===== config.mk =====
export PLATFORM = sky130hd
export DESIGN_NAME = amd_decoder
export DESIGN_NICKNAME = d
export VERILOG_FILES = /design/src/hw/amd_pkg.sv /design/src/hw/amd_decoder.sv
export VERILOG_INCLUDE_DIRS = /design/src /design/src/hw
export SDC_FILE = /design/constraint.sdc
export NUM_CORES = 1
export LEC_CHECK = 0
export BUFFER_PORTS_ARGS = -buffer_cell sky130_fd_sc_hd__buf_2
export CAP_MARGIN = 10
export CORE_MARGIN = 8
export CORE_UTILIZATION = 57
export DETAILED_ROUTE_END_ITERATION = 7
export GPL_ROUTABILITY_DRIVEN = 0
export PLACE_DENSITY_LB_ADDON = 0.2
export SLEW_MARGIN = 20
export SYNTH_ARGS = -nofsm -noshare
export SYNTH_HDL_FRONTEND = slang
export SYNTH_SLANG_ARGS = --single-unit

===== constraint.sdc =====
create_clock -name clk_sys_i -period 3.8 [get_ports clk_sys_i]
set_input_delay 0.19 -clock clk_sys_i [delete_from_list [all_inputs] [get_ports clk_sys_i]]
set_output_delay 0.19 -clock clk_sys_i [all_outputs]
set_load 0.02 [all_outputs]

===== src/hw/amd_consts.svh =====
// constants for the addressing mode decoder
`ifndef AMD_CONSTS_SVH
`define AMD_CONSTS_SVH

// prebyte codes
`define AMD_PRE_Y      8'h90
`define AMD_PRE_IY     8'h91
`define AMD_PRE_IND    8'h92

// bytes after the opcode
`define AMD_EXT_NONE   3'h0
`define AMD_EXT_ONE    3'h1
`define AMD_EXT_TWO    3'h2

// opcode byte and prebyte each count one
`define AMD_LEN_OPC    3'h1
`define AMD_LEN_PRE    3'h1

// page zero high byte
`define AMD_PAGE0      8'h00
`define AMD_RST_ADDR   16'h0000
`define AMD_RST_BYTE   8'h00

`endif


===== src/hw/amd_pkg.sv =====
// types for the addressing mode decoder
`default_nettype none
package amd_pkg;

    typedef enum logic [3:0] {
        AMD_M_INH   = 4'b0000,
        AMD_M_IMM   = 4'b0001,
        AMD_M_DIR_S = 4'b0010,
        AMD_M_DIR_L = 4'b0011,
        AMD_M_IDX0  = 4'b0100,
        AMD_M_IDX_S = 4'b0101,
        AMD_M_IDX_L = 4'b0110,
        AMD_M_IND_S = 4'b0111,
        AMD_M_IND_L = 4'b1000,
        AMD_M_IIX_S = 4'b1001,
        AMD_M_IIX_L = 4'b1010,
        AMD_M_REL_D = 4'b1011,
        AMD_M_REL_I = 4'b1100
    } amd_mode_e;

    // operation groups by accepted modes
    typedef enum logic [1:0] {
        AMD_G_FULL  = 2'b00,
        AMD_G_SHORT = 2'b01,
        AMD_G_REL   = 2'b10,
        AMD_G_NOMEM = 2'b11
    } amd_grp_e;

    typedef enum logic [1:0] {
        AMD_I_OTHER = 2'b00,
        AMD_I_TRAP  = 2'b01,
        AMD_I_SLEEP = 2'b10,
        AMD_I_HALT  = 2'b11
    } amd_inh_e;

    typedef enum logic [1:0] {
        AMD_S_IDLE = 2'b00,
        AMD_S_RD0  = 2'b01,
        AMD_S_RD1  = 2'b10,
        AMD_S_DONE = 2'b11
    } amd_state_e;

    typedef struct packed {
        logic       has_pre;
        logic [7:0] pre;
        amd_mode_e  mode;
        amd_grp_e   grp;
        amd_inh_e   inh;
        logic [7:0] b1;
        logic [7:0] b2;
        logic [15:0] pc;
    } amd_req_s;

    typedef struct packed {
        logic [2:0]  len;
        logic        illegal;
        logic        use_y;
        amd_mode_e   mode;
        logic [7:0]  imm;
        logic [15:0] ea;
        logic [15:0] target;
        logic        is_rel;
    } amd_res_s;

endpackage
`default_nettype wire


===== src/hw/amd_decoder.sv =====
// addressing mode decoder: length, effective address, branch target
//
// Summary of operation
// - inherent instructions are one byte, two with prebyte 90
// - inherent set has sleep and halt requests
// - immediate is opcode plus one operand byte
// - direct short uses one byte, page zero
// - direct long uses two-byte 16-bit address
// - indexed address is unsigned index plus offset
// - no-offset indexed uses index alone, no byte
// - short indexed offset byte, reach 1FE
// - long indexed word offset, full space
// - indirect reads pointer at following address
// - short indirect one-byte pointer, page zero
// - long indirect reads word pointer, one byte
// - indirect indexed adds index to pointer
// - short indirect indexed reaches 1FE
// - full group accepts short and long forms
// - short group accepts short forms only
// - relative adds signed byte to counter
// - only relative jumps and call use relative
// - relative offset inline or read from memory
// - prebyte 90 swaps X for Y
// - prebyte 92 turns direct into indirect
// - prebyte 91 gives Y indirect indexed
// - counter points past the jump instruction
`timescale 1ns/100ps
`default_nettype none
`include "amd_consts.svh"

module amd_decoder
    import amd_pkg::*;
(
    input  wire logic        clk_sys_i,
    input  wire logic        rst_n_i,
    input  wire logic        req_valid_i,
    input  wire amd_req_s    req_i,
    input  wire logic [7:0]  idx_x_i,
    input  wire logic [7:0]  idx_y_i,
    output logic             ready_o,
    output logic             mem_req_o,
    output logic [15:0]      mem_addr_o,
    input  wire logic        mem_ack_i,
    input  wire logic [7:0]  mem_rdata_i,
    output logic             done_o,
    output amd_res_s         res_o,
    output logic             sleep_req_o,
    output logic             halt_req_o
);

    // ----------------------------------------
    // request decode
    // ----------------------------------------
    amd_mode_e  eff_m;
    logic       eff_y;
    logic       pre_bad;
    logic       grp_bad;
    logic [2:0] ext;
    logic [2:0] len_d;
    logic       is_long;
    logic       is_rel;

    always_comb begin
        eff_m   = req_i.mode;
        eff_y   = 1'b0;
        pre_bad = 1'b0;
        if (req_i.has_pre) begin
            if (req_i.pre == `AMD_PRE_Y) begin
                case (req_i.mode)
                    AMD_M_INH, AMD_M_IMM, AMD_M_DIR_S,
                    AMD_M_DIR_L, AMD_M_IDX0, AMD_M_IDX_S,
                    AMD_M_IDX_L: eff_y = 1'b1;
                    default: pre_bad = 1'b1;
                endcase
            end else if (req_i.pre == `AMD_PRE_IND) begin
                case (req_i.mode)
                    AMD_M_DIR_S: eff_m = AMD_M_IND_S;
                    AMD_M_DIR_L: eff_m = AMD_M_IND_L;
                    AMD_M_IDX_S: eff_m = AMD_M_IIX_S;
                    AMD_M_IDX_L: eff_m = AMD_M_IIX_L;
                    AMD_M_REL_D: eff_m = AMD_M_REL_I;
                    default: pre_bad = 1'b1;
                endcase
            end else if (req_i.pre == `AMD_PRE_IY) begin
                case (req_i.mode)
                    AMD_M_IDX_S, AMD_M_IIX_S: begin
                        eff_m = AMD_M_IIX_S;
                        eff_y = 1'b1;
                    end
                    AMD_M_IDX_L, AMD_M_IIX_L: begin
                        eff_m = AMD_M_IIX_L;
                        eff_y = 1'b1;
                    end
                    default: pre_bad = 1'b1;
                endcase
            end else begin
                pre_bad = 1'b1;
            end
        end
    end

    // bytes that follow the opcode
    always_comb begin
        case (eff_m)
            AMD_M_INH:   ext = `AMD_EXT_NONE;
            AMD_M_IDX0:  ext = `AMD_EXT_NONE;
            AMD_M_IMM:   ext = `AMD_EXT_ONE;
            AMD_M_DIR_S: ext = `AMD_EXT_ONE;
            AMD_M_DIR_L: ext = `AMD_EXT_TWO;
            AMD_M_IDX_S: ext = `AMD_EXT_ONE;
            AMD_M_IDX_L: ext = `AMD_EXT_TWO;
            AMD_M_IND_S: ext = `AMD_EXT_ONE;
            AMD_M_IND_L: ext = `AMD_EXT_ONE;
            AMD_M_IIX_S: ext = `AMD_EXT_ONE;
            AMD_M_IIX_L: ext = `AMD_EXT_ONE;
            AMD_M_REL_D: ext = `AMD_EXT_ONE;
            AMD_M_REL_I: ext = `AMD_EXT_ONE;
            default:     ext = `AMD_EXT_NONE;
        endcase
    end

    assign len_d = `AMD_LEN_OPC + ext
                 + (req_i.has_pre ? `AMD_LEN_PRE : `AMD_EXT_NONE);

    assign is_long = (eff_m == AMD_M_DIR_L) || (eff_m == AMD_M_IDX_L)
                  || (eff_m == AMD_M_IND_L) || (eff_m == AMD_M_IIX_L);
    assign is_rel  = (eff_m == AMD_M_REL_D) || (eff_m == AMD_M_REL_I);

    // group check; no-memory ops take inherent or immediate only
    always_comb begin
        grp_bad = 1'b0;
        case (req_i.grp)
            AMD_G_FULL:  grp_bad = is_rel;
            AMD_G_SHORT: grp_bad = is_rel || is_long
                                || (eff_m == AMD_M_IMM);
            AMD_G_REL:   grp_bad = !is_rel;
            AMD_G_NOMEM: grp_bad = !((eff_m == AMD_M_INH)
                                || (eff_m == AMD_M_IMM));
            default:     grp_bad = 1'b1;
        endcase
    end

    // ----------------------------------------
    // latched request
    // ----------------------------------------
    amd_state_e  st_q;
    amd_mode_e   m_q;
    amd_inh_e    inh_q;
    logic        y_q;
    logic        ill_q;
    logic [2:0]  len_q;
    logic [7:0]  b1_q;
    logic [7:0]  b2_q;
    logic [7:0]  idx_q;
    logic [15:0] pcn_q;
    logic [7:0]  hi_q;
    logic [7:0]  lo_q;
    logic        take;

    // one instruction at a time; no queue, so fetch must wait
    assign ready_o = (st_q == AMD_S_IDLE);
    assign take    = req_valid_i && ready_o;

    always_ff @(posedge clk_sys_i or negedge rst_n_i) begin
        if (!rst_n_i) begin
            m_q   <= AMD_M_INH;
            inh_q <= AMD_I_OTHER;
            y_q   <= 1'b0;
            ill_q <= 1'b0;
            len_q <= `AMD_LEN_OPC;
            b1_q  <= `AMD_RST_BYTE;
            b2_q  <= `AMD_RST_BYTE;
            idx_q <= `AMD_RST_BYTE;
            pcn_q <= `AMD_RST_ADDR;
        end else if (take) begin
            m_q   <= eff_m;
            inh_q <= req_i.inh;
            y_q   <= eff_y;
            ill_q <= pre_bad || grp_bad;
            len_q <= len_d;
            b1_q  <= req_i.b1;
            b2_q  <= req_i.b2;
            // index sampled once, so later writes cannot move the address
            idx_q <= eff_y ? idx_y_i : idx_x_i;
            // counter already past this instruction
            pcn_q <= req_i.pc + {13'h0000, len_d};
        end
    end

    // ----------------------------------------
    // pointer fetch sequence
    // ----------------------------------------
    logic rd_need;
    logic rd_two;

    assign rd_need = (m_q == AMD_M_IND_S) || (m_q == AMD_M_IND_L)
                  || (m_q == AMD_M_IIX_S) || (m_q == AMD_M_IIX_L)
                  || (m_q == AMD_M_REL_I);
    assign rd_two  = (m_q == AMD_M_IND_L)
                  || (m_q == AMD_M_IIX_L);

    always_ff @(posedge clk_sys_i or negedge rst_n_i) begin
        if (!rst_n_i) begin
            st_q <= AMD_S_IDLE;
        end else begin
            case (st_q)
                AMD_S_IDLE: begin
                    if (take) begin
                        st_q <= AMD_S_RD0;
                    end
                end
                AMD_S_RD0: begin
                    // illegal forms never touch memory
                    if (ill_q || !rd_need) begin
                        st_q <= AMD_S_DONE;
                    end else if (mem_ack_i) begin
                        st_q <= rd_two ? AMD_S_RD1 : AMD_S_DONE;
                    end
                end
                AMD_S_RD1: begin
                    if (mem_ack_i) begin
                        st_q <= AMD_S_DONE;
                    end
                end
                AMD_S_DONE: begin
                    st_q <= AMD_S_IDLE;
                end
                default: begin
                    st_q <= AMD_S_IDLE;
                end
            endcase
        end
    end

    assign mem_req_o = ((st_q == AMD_S_RD0) && rd_need && !ill_q)
                    || (st_q == AMD_S_RD1);

    // pointer sits in page zero at the byte after the opcode
    always_ff @(posedge clk_sys_i or negedge rst_n_i) begin
        if (!rst_n_i) begin
            mem_addr_o <= `AMD_RST_ADDR;
        end else if (take) begin
            mem_addr_o <= {`AMD_PAGE0, req_i.b1};
        end else if ((st_q == AMD_S_RD0) && mem_ack_i) begin
            // word pointer: second byte follows, high first
            mem_addr_o <= mem_addr_o + 16'h0001;
        end
    end

    // cleared per request so a byte pointer has a zero high half
    always_ff @(posedge clk_sys_i or negedge rst_n_i) begin
        if (!rst_n_i) begin
            hi_q <= `AMD_RST_BYTE;
            lo_q <= `AMD_RST_BYTE;
        end else if (take) begin
            hi_q <= `AMD_RST_BYTE;
            lo_q <= `AMD_RST_BYTE;
        end else if ((st_q == AMD_S_RD0) && mem_ack_i) begin
            if (rd_two) begin
                hi_q <= mem_rdata_i;
            end else begin
                lo_q <= mem_rdata_i;
            end
        end else if ((st_q == AMD_S_RD1) && mem_ack_i) begin
            lo_q <= mem_rdata_i;
        end
    end

    // ----------------------------------------
    // address and target forming
    // ----------------------------------------
    logic [15:0] ix16;
    logic [15:0] ptr16;
    logic [15:0] ea_d;
    logic [7:0]  off;
    logic [15:0] tgt_d;

    assign ix16  = {`AMD_PAGE0, idx_q};
    assign ptr16 = {hi_q, lo_q};

    always_comb begin
        case (m_q)
            AMD_M_DIR_S: ea_d = {`AMD_PAGE0, b1_q};
            AMD_M_DIR_L: ea_d = {b1_q, b2_q};
            AMD_M_IDX0:  ea_d = ix16;
            // short sums keep their carry into bit 8
            AMD_M_IDX_S: ea_d = ix16 + {`AMD_PAGE0, b1_q};
            AMD_M_IDX_L: ea_d = ix16 + {b1_q, b2_q};
            AMD_M_IND_S: ea_d = ptr16;
            AMD_M_IND_L: ea_d = ptr16;
            AMD_M_IIX_S: ea_d = ix16 + ptr16;
            AMD_M_IIX_L: ea_d = ix16 + ptr16;
            default:     ea_d = `AMD_RST_ADDR;
        endcase
    end

    // offset inline or read from memory
    assign off   = (m_q == AMD_M_REL_I) ? lo_q : b1_q;
    // reach is 128 back, 127 forward
    assign tgt_d = pcn_q + {{8{off[7]}}, off};

    // ----------------------------------------
    // result and low power requests
    // ----------------------------------------
    logic fin;

    // result holds until the next done, so a slow consumer may read late
    assign fin = (st_q == AMD_S_DONE);

    always_ff @(posedge clk_sys_i or negedge rst_n_i) begin
        if (!rst_n_i) begin
            res_o <= '0;
        end else if (fin) begin
            res_o.len     <= len_q;
            res_o.illegal <= ill_q;
            res_o.use_y   <= y_q;
            res_o.mode    <= m_q;
            res_o.imm     <= b1_q;
            res_o.ea      <= ea_d;
            res_o.target  <= tgt_d;
            res_o.is_rel  <= (m_q == AMD_M_REL_D)
                          || (m_q == AMD_M_REL_I);
        end
    end

    always_ff @(posedge clk_sys_i or negedge rst_n_i) begin
        if (!rst_n_i) begin
            done_o      <= 1'b0;
            sleep_req_o <= 1'b0;
            halt_req_o  <= 1'b0;
        end else begin
            done_o      <= fin;
            sleep_req_o <= fin && !ill_q && (m_q == AMD_M_INH)
                        && (inh_q == AMD_I_SLEEP);
            halt_req_o  <= fin && !ill_q && (m_q == AMD_M_INH)
                        && (inh_q == AMD_I_HALT);
        end
    end

endmodule
`default_nettype wire


==> impl_metrics.py, run 1 <==
metrics = {
    "timing": {
        "final.setup.tns_ns": 0,
        "grt_setup_unrepaired": "no",
        "final-setup-viol-count": 0,
        "final.min_clock_period_ns": 3.549,
        "fmax_ghz": 0.2818,
        "slew_limit_fails": 0,
        "worst_slew_pin_slew_ns": 0.8796,
        "layout_worst_path_cycle_share": 0.9339,
        "clock-skew-final_ns": 0.008564,
        "timing.final.ws_setup_ns": 0.2511,
        "timing.max_slew.rel_slack": 0.4122,
        "hold_violations": 0,
    },
    "power_and_ir_drop": {
        "peakVddDrop_uv": 417.7,
        "cellPowerDensity_nw_per_um2": 868.3,
        "cellLeakagePower_nw": 5.158,
    },
    "logic_synthesis": {
        "synth_top_cells_by_count": "172 x sky130_fd_sc_hd__nand2_1, 137 x sky130_fd_sc_hd__dfrtp_1, 57 x sky130_fd_sc_hd__nor2_1, 56 x sky130_fd_sc_hd__o21ai_0, 43 x sky130_fd_sc_hd__ha_1",
        "synth_fp_nets": 1055,
        "yosys_most_used_dff": "sky130_fd_sc_hd__dfrtp_1",
        "post-synth-top-area-cell": "sky130_fd_sc_hd__dfrtp_1",
        "synth-warning-count": 0,
        "synth_largest_type_area_fraction": 0.3979,
        "synthTopCellsByArea": "sky130_fd_sc_hd__dfrtp_1 40%, sky130_fd_sc_hd__nand2_1 7.5%, sky130_fd_sc_hd__ha_1 6.2%, sky130_fd_sc_hd__mux2_2 5.1%, sky130_fd_sc_hd__mux2i_1 3.7%",
        "synth.ff_latch_count": 138,
        "syn_area_um2": 8617,
        "synth.lib_cells_used.distinct": 73,
        "synthCells": 931,
        "synth_most_common_cell": "sky130_fd_sc_hd__nand2_1",
        "asyncSetResetFlopFracSynth": 1.000,
        "syn_area_per_cell_um2": 9.256,
        "synth_seq_area_share": 0.4009,
        "synth_edf_count": 0,
    },
    "setup_path": {
        "path_delay_family": "compound AO/OA/AOI/OAI gates",
        "critical_path.reg2reg.startpoint": "m_q[0]$_DFFE_PN0P_",
        "critical_path_cell_list": "nor2_1, and3_1, mux2_2, ha_1, fa_1, a21oi_1, o2111ai_1, a31o_2, a21oi_1, xnor2_1, mux2_2",
        "setup.reg_to_reg.worst_slack_ns": 0.25,
        "critical_path_class": "reg -> reg",
        "critPathBufInv": 0,
        "required_ns": 4.10,
        "cp-start-kind": "flop",
        "cp_num_cells": 11,
        "rr_worst_depth": 11,
        "r2r-end": "res_o[11]$_DFFE_PN0P_",
        "worst_path_largest_cell_delay_ns": 0.48,
        "crit_path_end_kind": "flop",
        "critical_path.slowest_cell": "sky130_fd_sc_hd__dfrtp_1",
        "worst_ep_arrival_time_ns": 3.85,
        "critical_path.max_fanout": 9,
    },
    "grt": {
        "total_global_routing_overflow": 0,
        "grt.total_usage": 0.2447,
        "wire_length_of_the_first_global_routing_pass_mm": 38.26,
        "pin_count_of_the_biggest_net_entering_global_routing": 91,
        "number_of_global_route_vias_before_repair": 7578,
        "initial_antenna_violation_count": 0,
    },
    "routing": {
        "drc_errors": 0,
        "detailroute.via_count": 7630,
        "drt_pre_antenna_iters": 6,
        "avgViaCountPerCell": 5.892,
        "wirelength_mm": 23.58,
        "route.antenna.remaining_nets": 0,
        "detail_route.wl_per_cell_um": 18.21,
        "drt_iter0_markers": 597,
    },
    "clocking": {
        "cts-buffers-inserted": 17,
        "post_cts.repair.setup_buffers": 0,
        "cts_tree": "yes",
        "clkSlewWorstSetupHoldPaths_ns": 0.06,
        "clock_sinks": 138,
        "cts_max_path_buffers": 2,
        "clock_insertion_delay_worst_skew_ns": 0.42,
        "total_number_of_h_tree_levels": 4,
        "clock_root_buffer": "sky130_fd_sc_hd__clkbuf_16",
        "cells_resized_by_post_cts_repair": 0,
        "cts_hold_buffers": 12,
    },
    "worst_hold_path": {
        "hold_start": "req_i[23]",
        "whs_endpoint": "b2_q[7]$_DFFE_PN0P_",
        "worst_hold_path.num_cells": 3,
        "holdCritPathClass": "in -> reg",
    },
    "job": {
        "max_cap_viol_count": 0,
    },
    "final_layout": {
        "num_antenna_cells": 0,
        "final_core_util": 0.6871,
        "area.growth.synth_to_final_pct": 19.41,
        "fill_cells": 1246,
        "final_nets": 1218,
        "layout-drive-gt1-share": 0.2403,
        "final_cell_area_um2": 10290,
    },
    "place": {
        "pre_cts_slack_ns": 0.1553,
        "placed_area_um2": 9622,
        "dp_hpwl_mm": 16.96,
        "io_buffer_count": 147,
    },
    "floorplanning": {
        "num_io_pins": 148,
        "fp.dieW_um": 139.0,
        "std_cell_rows": 45,
        "die_outline_area_um2": 19310,
        "initial_utilization": 0.5754,
        "fp.coreArea_um2": 14980,
        "die_y_um": 139.0,
    },
    "run_status": {
        "run_status": "finished clean",
    },
}
-- worst max-delay path by stage --
| stage | startpoint | to | slack, ns |
|---|---|---|---|
| floorplan | m_q[1]$_DFFE_PN0P_ | res_o[29]$_DFFE_PN0P_ | 0.39 |
| global placement | req_i[40] | pcn_q[15]$_DFFE_PN0P_ | 0.19 |
| detailed placement | req_i[46] | pcn_q[11]$_DFFE_PN0P_ | 0.16 |
| CTS | m_q[0]$_DFFE_PN0P_ | res_o[11]$_DFFE_PN0P_ | 0.26 |
| global route | m_q[0]$_DFFE_PN0P_ | res_o[15]$_DFFE_PN0P_ | 0.05 |
| finish | m_q[0]$_DFFE_PN0P_ | res_o[11]$_DFFE_PN0P_ | 0.25 |
-- area by class of cell --
type | instances | area [µm²] | area share
Tap cell | 188 | 235.2 | 0.02286
Multi-Input combinational cell | 719 | 4856 | 0.4719
Sequential cell | 138 | 3455 | 0.3357
Timing Repair Buffer | 189 | 1087 | 0.1057
Inverter | 29 | 108.9 | 0.01058
Clock buffer | 19 | 452.9 | 0.04402
Clock inverter | 13 | 95.09 | 0.009241
-- worst register-to-register path: stages, from the launching register on --
cell and delay, ns:
sky130_fd_sc_hd__dfrtp_1 0.48, sky130_fd_sc_hd__nor2_1 0.16, sky130_fd_sc_hd__and3_1 0.42, sky130_fd_sc_hd__mux2_2 0.40
sky130_fd_sc_hd__ha_1 0.22, sky130_fd_sc_hd__fa_1 0.41, sky130_fd_sc_hd__a21oi_1 0.24, sky130_fd_sc_hd__o2111ai_1 0.25
sky130_fd_sc_hd__a31o_2 0.29, sky130_fd_sc_hd__a21oi_1 0.21, sky130_fd_sc_hd__xnor2_1 0.10, sky130_fd_sc_hd__mux2_2 0.26
-- through the flow --
step                hold slack [ns]  instances  power, mW
finish                     0.006765       1295      8.935
CTS                        0.002018       1295      8.914
floorplan                   -0.1056        931      5.923
global placement             0.3307       1251      7.199
global route                0.01290       1295      9.509
detailed placement           0.3268       1251      7.305
-- where the power goes --
group	internal [mW]	switching (mW)
logic	1.97	2.81
clock network	0.872	0.663
registers	2.09	0.529
total	4.93	4.00
-- logic make-up (layout without fill, tap and decap cells) --
logic type                 after synthesis  count (layout)  share of synthesized area
AOI/OAI and AO/OA                      201             201                     0.1590
and+or+nand+nor                        342             342                     0.1832
adders and majority gates               47              47                    0.07173
muxes                                   71              71                    0.08814
xor gates and xnor gates                58              58                    0.06069
DFF                                    138             138                     0.4009
buffers and inverters                   74             250                    0.03630
-- state kept, by name, summed over array words and instances (netlist names), 2 cells and up --
name        flops
lo_q            8
idx_q           8
inh_q           2
pcn_q          16
st_q            2
res_o          50
b2_q            8
len_q           3
hi_q            8
m_q             4
b1_q            8
mem_addr_o     16
-- per-layer routing --
| metal | up-vias | GRT usage | routed length [µm] |
|---|---|---|---|
| met5 | - | 0 | 0 |
| met4 | 0 | 0.1028 | 632 |
| met3 | 46 | 0.05267 | 1496 |
| met2 | 270 | 0.4040 | 11390 |
| met1 | 3669 | 0.3058 | 10060 |
| li1 | 3645 | - | - |
-- cells in the final DEF (no fill, tap or decap), types with 6 or more instances in the layout --
| cell type | count |
|---|---|
| sky130_fd_sc_hd__clkbuf_16 | 17 |
| sky130_fd_sc_hd__mux2_2 | 39 |
| sky130_fd_sc_hd__nor3_1 | 15 |
| sky130_fd_sc_hd__buf_4 | 30 |
| sky130_fd_sc_hd__a21o_1 | 14 |
| sky130_fd_sc_hd__nand2b_1 | 7 |
| sky130_fd_sc_hd__a221oi_1 | 7 |
| sky130_fd_sc_hd__a21oi_1 | 35 |
| sky130_fd_sc_hd__xor2_1 | 27 |
| sky130_fd_sc_hd__and3_1 | 14 |
| sky130_fd_sc_hd__mux2i_1 | 32 |
| sky130_fd_sc_hd__ha_1 | 42 |
| sky130_fd_sc_hd__inv_1 | 29 |
| sky130_fd_sc_hd__or3_1 | 9 |
| sky130_fd_sc_hd__o21ai_0 | 56 |
| sky130_fd_sc_hd__buf_2 | 146 |
| sky130_fd_sc_hd__nor2b_1 | 9 |
| sky130_fd_sc_hd__xnor2_1 | 30 |
| sky130_fd_sc_hd__nor2_1 | 57 |
| sky130_fd_sc_hd__a31oi_1 | 6 |
| sky130_fd_sc_hd__nand4_1 | 19 |
| sky130_fd_sc_hd__o2bb2ai_1 | 8 |
| sky130_fd_sc_hd__dfrtp_1 | 137 |
| sky130_fd_sc_hd__a22oi_1 | 13 |
| sky130_fd_sc_hd__dlygate4sd3_1 | 12 |
| sky130_fd_sc_hd__nand2_1 | 171 |
| sky130_fd_sc_hd__o221ai_1 | 7 |
| sky130_fd_sc_hd__nand3_1 | 18 |
No activity file was read; power rests on OpenSTA's default activity.
==> run 2: changes to the inputs <==
--- a/config.mk
+++ b/config.mk
@@ -10,9 +10,11 @@
 export CAP_MARGIN = 10
 export CORE_MARGIN = 8
 export CORE_UTILIZATION = 57
+export CTS_BUF_LIST = sky130_fd_sc_hd__clkbuf_4 sky130_fd_sc_hd__clkbuf_8 sky130_fd_sc_hd__clkbuf_16
 export DETAILED_ROUTE_END_ITERATION = 7
 export GPL_ROUTABILITY_DRIVEN = 0
 export PLACE_DENSITY_LB_ADDON = 0.2
+export SETUP_SLACK_MARGIN = 0.3
 export SLEW_MARGIN = 20
 export SYNTH_ARGS = -nofsm -noshare
 export SYNTH_HDL_FRONTEND = slang
==> impl_metrics.py, run 2 (same netlist as run 1, synthesis figures left out) <==
metrics = {
    "timing": {
        "final-setup-viol-count": 0,
        "layout_worst_path_cycle_share": 0.8804,
        "final.setup.tns_ns": 0,
        "grt_setup_unrepaired": "no",
        "timing.max_slew.rel_slack": 0.4104,
        "fin_hold_ws_ns": 0.008626,
        "hold_violations": 0,
        "slew_limit_fails": 0,
        "fmax_ghz": 0.2989,
        "final.min_clock_period_ns": 3.346,
        "clock-skew-final_ns": 0.008626,
        "worst_slew_pin_slew_ns": 0.8822,
    },
    "final_layout": {
        "num_antenna_cells": 0,
        "registers.top_by_ff_count": "res_o",
        "layout-drive-gt1-share": 0.2457,
        "largest_reg_flops": 50,
        "final_core_util": 0.6885,
        "fin_cells": 1295,
        "final_common_cell": "sky130_fd_sc_hd__nand2_1",
        "mostFrequentLayoutCells": "171 x sky130_fd_sc_hd__nand2_1, 146 x sky130_fd_sc_hd__buf_2, 136 x sky130_fd_sc_hd__dfrtp_1, 56 x sky130_fd_sc_hd__nor2_1, 56 x sky130_fd_sc_hd__o21ai_0",
        "final_cell_area_um2": 10310,
        "largest_registers": "res_o (50), mem_addr_o (16), pcn_q (16)",
        "area.growth.synth_to_final_pct": 19.66,
        "final_nets": 1218,
        "fill_cells": 1245,
    },
    "floorplanning": {
        "std_cell_rows": 45,
        "fp.dieW_um": 139.0,
        "fp.coreArea_um2": 14980,
        "num_io_pins": 148,
        "die_outline_area_um2": 19310,
        "initial_utilization": 0.5754,
        "die_y_um": 139.0,
    },
    "setup_path": {
        "worst_path_largest_cell_delay_ns": 0.47,
        "critical_path_class": "reg -> reg",
        "crit_path_end_kind": "flop",
        "critical_path.slowest_cell": "sky130_fd_sc_hd__dfrtp_2",
        "setup.reg_to_reg.worst_slack_ns": 0.45,
        "rr_worst_depth": 11,
        "r2r-end": "res_o[11]$_DFFE_PN0P_",
        "worst_ep_arrival_time_ns": 3.65,
        "path_delay_family": "compound AO/OA/AOI/OAI gates",
        "critical_path_cell_list": "nor2_2, and3_4, mux2_2, ha_1, fa_1, a21oi_1, o2111ai_1, a31o_2, a21oi_1, xnor2_1, mux2_2",
        "required_ns": 4.10,
        "critical_path.max_fanout": 9,
        "cp-start-kind": "flop",
        "critPathBufInv": 0,
        "critical_path.reg2reg.startpoint": "m_q[0]$_DFFE_PN0P_",
    },
    "routing": {
        "detailroute.wirelength.met2_mm": 11.42,
        "drt_iter0_markers": 636,
        "routed-wl-met3_mm": 1.474,
        "routed.top_layer": "met4",
        "drc_errors": 0,
        "route.antenna.remaining_nets": 0,
        "detailroute.via_count": 7626,
        "wirelength_met1_mm": 10.09,
        "detail_route.wl_per_cell_um": 18.25,
        "wirelength_mm": 23.63,
        "drt_pre_antenna_iters": 5,
        "avgViaCountPerCell": 5.889,
    },
    "place": {
        "dp_hpwl_mm": 16.96,
        "placed_area_um2": 9622,
        "dp.cells": 1251,
        "io_buffer_count": 147,
    },
    "clocking": {
        "clock_insertion_delay_worst_skew_ns": 0.42,
        "clkSlewWorstSetupHoldPaths_ns": 0.06,
        "post_cts.repair.setup_buffers": 0,
        "total_number_of_h_tree_levels": 4,
        "clock_sinks": 138,
        "cts-buffers-inserted": 17,
        "cts_max_path_buffers": 2,
        "clock_root_buffer": "sky130_fd_sc_hd__clkbuf_16",
        "cts_tree": "yes",
    },
    "grt": {
        "grt.total_usage": 0.2453,
        "number_of_global_route_vias_before_repair": 7584,
        "wire_length_of_the_first_global_routing_pass_mm": 38.34,
        "pin_count_of_the_biggest_net_entering_global_routing": 91,
        "initial_antenna_violation_count": 0,
        "total_global_routing_overflow": 0,
    },
    "worst_hold_path": {
        "hold_start": "req_i[23]",
        "holdCritPathClass": "in -> reg",
        "worst_hold_path.num_cells": 3,
        "whs_endpoint": "b2_q[7]$_DFFE_PN0P_",
    },
    "job": {
        "max_cap_viol_count": 0,
    },
    "run_status": {
        "run_status": "finished clean",
    },
    "power_and_ir_drop": {
        "peakVddDrop_uv": 418.0,
        "cellPowerDensity_nw_per_um2": 867.6,
        "cellLeakagePower_nw": 5.158,
    },
}
run 2: changes by cell type in the layout (fill, tap and decap cells not counted):
cell                      previous run  this run
sky130_fd_sc_hd__nor2b_1             9         8
sky130_fd_sc_hd__a21oi_1            35        34
sky130_fd_sc_hd__dfrtp_1           137       136
sky130_fd_sc_hd__a21oi_2             0         1
sky130_fd_sc_hd__nor4b_2             0         1
sky130_fd_sc_hd__dfrtp_2             0         1
sky130_fd_sc_hd__nor2_1             57        56
sky130_fd_sc_hd__nor4b_1             2         1
sky130_fd_sc_hd__nor2_2              1         2
sky130_fd_sc_hd__nor2b_2             0         1
sky130_fd_sc_hd__and3_4              0         1
sky130_fd_sc_hd__and3_1             14        13
run 2: area by class of cell:
type                       instances  area (µm²)  share of cell area
clock buffer                      19       452.9             0.04393
clock inverter                    13       95.09            0.009222
inverter                          29       108.9             0.01056
multi-input combinational        719        4876              0.4729
sequential                       138        3456              0.3352
tap                              188       235.2             0.02281
timing repair buffer             189        1087              0.1054
run 2: power breakdown:
part / leakage (nW) / internal (mW) / total, mW / switching, mW
clock: 0.266 / 0.872 / 1.54 / 0.666
sequential: 1.76 / 2.09 / 2.62 / 0.527
combinational: 3.13 / 1.98 / 4.79 / 2.81
total: 5.16 / 4.94 / 8.95 / 4.01
run 2: worst max path at each step:
| stage | from | to | slack [ns] | cells past startpoint |
|---|---|---|---|---|
| after floorplan | m_q[1]$_DFFE_PN0P_ | res_o[29]$_DFFE_PN0P_ | 0.39 | 16 |
| after global placement | req_i[40] | pcn_q[15]$_DFFE_PN0P_ | 0.19 | 19 |
| after detailed placement | req_i[46] | pcn_q[11]$_DFFE_PN0P_ | 0.16 | 20 |
| after CTS | m_q[0]$_DFFE_PN0P_ | res_o[29]$_DFFE_PN0P_ | 0.36 | 14 |
| after global routing | m_q[0]$_DFFE_PN0P_ | res_o[15]$_DFFE_PN0P_ | 0.32 | 11 |
| final | m_q[0]$_DFFE_PN0P_ | res_o[11]$_DFFE_PN0P_ | 0.45 | 11 |
run 2: repair_timing:
action	in CTS	in global routing
hold endpoints to repair	98	0
hold buffers	12	0
setup endpoints to repair	1	10
resized for setup	1	6
run 2: layer usage:
metal,GRT usage,vias to the layer above
met5,0,-
met2,0.4037,260
met3,0.05267,49
met1,0.3067,3671
li1,-,3646
met4,0.1051,0
run 2: per-stage QoR:
step           power [mW]  setup slack (ns)
5_1_grt             9.527            0.3207
3_5_place_dp        7.305            0.1553
4_1_cts             8.914            0.3600
3_3_place_gp        7.199            0.1894
6_report            8.946            0.4544
2_1_floorplan       5.923            0.3852
run 2: worst reg2reg max path: cells and delay by family, from the launching register on:
family                   cells  cell delay, ns
AND/OR/NAND/NOR              2            0.41
AO/OA/AOI/OAI                4            0.99
multiplexers                 2            0.63
flip-flops                   1            0.47
XOR/XNOR                     1            0.10
adder cells (fa/ha/maj)      2            0.63
==> run 3: changes to the inputs <==
--- a/config.mk
+++ b/config.mk
@@ -11,6 +11,7 @@
 export CORE_MARGIN = 8
 export CORE_UTILIZATION = 57
 export CTS_BUF_LIST = sky130_fd_sc_hd__clkbuf_4 sky130_fd_sc_hd__clkbuf_8 sky130_fd_sc_hd__clkbuf_16
+export CTS_CLUSTER_SIZE = 40
 export DETAILED_ROUTE_END_ITERATION = 7
 export GPL_ROUTABILITY_DRIVEN = 0
 export PLACE_DENSITY_LB_ADDON = 0.2
==> constraint.sdc (replaced) <==
create_clock -name clk_sys_i -period 3.8 [get_ports clk_sys_i]
set_input_delay 0.76 -clock clk_sys_i [delete_from_list [all_inputs] [get_ports clk_sys_i]]
set_output_delay 0.76 -clock clk_sys_i [all_outputs]
set_load 0.05 [all_outputs]
==> impl_metrics.py, run 3 (same netlist as run 1, synthesis figures left out) <==
metrics = {
    "grt": {
        "total_global_routing_overflow": 0,
        "wire_length_of_the_first_global_routing_pass_mm": 38.38,
        "pin_count_of_the_biggest_net_entering_global_routing": 91,
        "number_of_global_route_vias_before_repair": 7568,
        "initial_antenna_violation_count": 0,
        "grt.total_usage": 0.2446,
    },
    "final_layout": {
        "final_nets": 1225,
        "largest_registers": "res_o (50), mem_addr_o (16), pcn_q (16)",
        "layout-drive-gt1-share": 0.2783,
        "largest_reg_flops": 50,
        "fin_cells": 1302,
        "fill_cells": 1191,
        "final_common_cell": "sky130_fd_sc_hd__nand2_1",
        "final_core_util": 0.7076,
        "mostFrequentLayoutCells": "169 x sky130_fd_sc_hd__nand2_1, 144 x sky130_fd_sc_hd__buf_2, 137 x sky130_fd_sc_hd__dfrtp_1, 54 x sky130_fd_sc_hd__nor2_1, 48 x sky130_fd_sc_hd__buf_4",
        "area.growth.synth_to_final_pct": 22.99,
        "num_antenna_cells": 0,
        "registers.top_by_ff_count": "res_o",
    },
    "run_status": {
        "failed_checks": "design-rule violations",
        "run_status": "finished with violations",
    },
    "place": {
        "io_buffer_count": 147,
        "dp.cells": 1267,
        "pre_cts_slack_ns": -0.1726,
        "dp_hpwl_mm": 17.13,
    },
    "setup_path": {
        "cp-start-kind": "primary input",
        "critical_path.reg2reg.startpoint": "m_q[0]$_DFFE_PN0P_",
        "r2r-end": "res_o[29]$_DFFE_PN0P_",
        "critical_path_class": "in -> reg",
        "critical_path.max_fanout": 5,
        "worst_ep_arrival_time_ns": 3.81,
        "setup.reg_to_reg.worst_slack_ns": 0.47,
        "rr_worst_depth": 14,
        "required_ns": 4.08,
        "crit_path_end_kind": "flop",
    },
    "timing": {
        "final-setup-viol-count": 0,
        "layout_worst_path_cycle_share": 0.9302,
        "worst_slew_pin_slew_ns": 0.8427,
        "slew_limit_fails": 0,
        "final.min_clock_period_ns": 3.535,
        "hold_violations": 0,
        "clock-skew-final_ns": 0.006621,
        "grt_setup_unrepaired": "yes",
        "timing.max_slew.rel_slack": 0.4344,
        "final.setup.tns_ns": 0,
        "timing.final.ws_setup_ns": 0.2653,
        "fmax_ghz": 0.2829,
    },
    "clocking": {
        "cts_tree": "yes",
        "total_number_of_h_tree_levels": 4,
        "cts-buffers-inserted": 17,
        "clock_sinks": 138,
        "cts_hold_buffers": 0,
        "cts_max_path_buffers": 2,
        "clock_insertion_delay_worst_skew_ns": 0.42,
        "clock_root_buffer": "sky130_fd_sc_hd__clkbuf_16",
        "clkSlewWorstSetupHoldPaths_ns": 0.06,
    },
    "routing": {
        "detail_route.wl_per_cell_um": 18.09,
        "route.antenna.remaining_nets": 0,
        "drt_pre_antenna_iters": 8,
        "avgViaCountPerCell": 5.836,
        "drt_iter0_markers": 603,
        "detailroute.via_count": 7599,
        "drc_errors": 3,
        "wirelength_mm": 23.55,
    },
    "power_and_ir_drop": {
        "report.power.total_mw": 9.925,
        "peakVddDrop_uv": 529.5,
        "cellPowerDensity_nw_per_um2": 936.5,
        "cellLeakagePower_nw": 5.277,
    },
    "floorplanning": {
        "num_io_pins": 148,
        "std_cell_rows": 45,
        "die_y_um": 139.0,
        "die_outline_area_um2": 19310,
        "fp.coreArea_um2": 14980,
        "initial_utilization": 0.5754,
        "fp.dieW_um": 139.0,
    },
    "job": {
        "max_cap_viol_count": 0,
    },
    "worst_hold_path": {
        "holdCritPathClass": "in -> async",
    },
}
==> run 3: cell count changes in the layout (fill, tap and decap cells not counted), moves of 3 or more <==
cell / delta
sky130_fd_sc_hd__buf_4: +18
sky130_fd_sc_hd__bufinv_16: +4
sky130_fd_sc_hd__dlygate4sd3_1: -12
sky130_fd_sc_hd__ha_1: -5
sky130_fd_sc_hd__ha_4: +5
sky130_fd_sc_hd__inv_1: -3
sky130_fd_sc_hd__inv_2: +3
sky130_fd_sc_hd__o21ai_0: -14
sky130_fd_sc_hd__o21ai_1: +13
==> run 3: worst max-delay path by stage <==
| stage | from | to | slack (ns) | depth (start not counted) |
|---|---|---|---|---|
| after floorplan | req_i[42] | pcn_q[15]$_DFFE_PN0P_ | 0.06 | 19 |
| after global routing | req_i[46] | pcn_q[12]$_DFFE_PN0P_ | 0.09 | 19 |
| after detailed placement | req_i[40] | pcn_q[11]$_DFFE_PN0P_ | -0.17 | 19 |
| final | req_i[46] | pcn_q[10]$_DFFE_PN0P_ | 0.27 | 19 |
| after CTS | req_i[42] | pcn_q[6]$_DFFE_PN0P_ | 0.30 | 19 |
| after global placement | req_i[40] | pcn_q[15]$_DFFE_PN0P_ | -0.12 | 19 |
==> run 3: final cells by class <==
| type | instances | area, µm² | area share |
|---|---|---|---|
| Timing Repair Buffer | 196 | 1135 | 0.1071 |
| Clock inverter | 10 | 163.9 | 0.01547 |
| Multi-Input combinational cell | 719 | 5019 | 0.4736 |
| Tap cell | 188 | 235.2 | 0.02220 |
| Sequential cell | 138 | 3455 | 0.3260 |
| Clock buffer | 22 | 481.7 | 0.04545 |
| Inverter | 29 | 108.9 | 0.01027 |
==> run 3: routing by layer <==
| layer | up-vias | wire length, µm | GRT usage |
|---|---|---|---|
| li1 | 3659 | - | - |
| met1 | 3648 | 10080 | 0.3062 |
| met5 | - | 0 | 0 |
| met3 | 48 | 1292 | 0.04578 |
| met4 | 0 | 675 | 0.09128 |
| met2 | 244 | 11500 | 0.4133 |
==> run 3: metrics by stage <==
stage / hold WS [ns] / area (µm²)
after floorplan: 0.4028 / 8676
after global placement: 0.4062 / 9813
after detailed placement: 0.4249 / 9813
after CTS: 0.4311 / 10470
after global routing: 0.4415 / 10600
final: 0.4255 / 10600
==> run 3: where the power goes <==
part / switching (mW) / internal [mW]
Combinational: 3.50 / 2.01
Clock: 0.632 / 1.17
Sequential: 0.521 / 2.09
==> run 3: worst max-delay path: stages <==
cell and delay [ns]:
sky130_fd_sc_hd__buf_6 0.09, sky130_fd_sc_hd__nor4b_4 0.39, sky130_fd_sc_hd__and3_4 0.26, sky130_fd_sc_hd__buf_4 0.12, sky130_fd_sc_hd__a31o_4 0.16, sky130_fd_sc_hd__ha_4 0.19, sky130_fd_sc_hd__nand2_2 0.05, sky130_fd_sc_hd__o21ai_2 0.05
sky130_fd_sc_hd__nand2_1 0.07, sky130_fd_sc_hd__a21oi_2 0.07, sky130_fd_sc_hd__ha_4 0.29, sky130_fd_sc_hd__inv_2 0.04, sky130_fd_sc_hd__ha_4 0.15, sky130_fd_sc_hd__fa_2 0.39, sky130_fd_sc_hd__a21o_1 0.23, sky130_fd_sc_hd__buf_4 0.14
sky130_fd_sc_hd__nand4_1 0.08, sky130_fd_sc_hd__xor2_1 0.17, sky130_fd_sc_hd__o21ai_1 0.07
==> run 3: repair_timing <==
item | CTS | global route
setup endpoints to repair | 5 | 17
resized for setup | 2 | 29
buffers inserted | 0 | 3
gates cloned | 0 | 0
pin swaps | 0 | 16
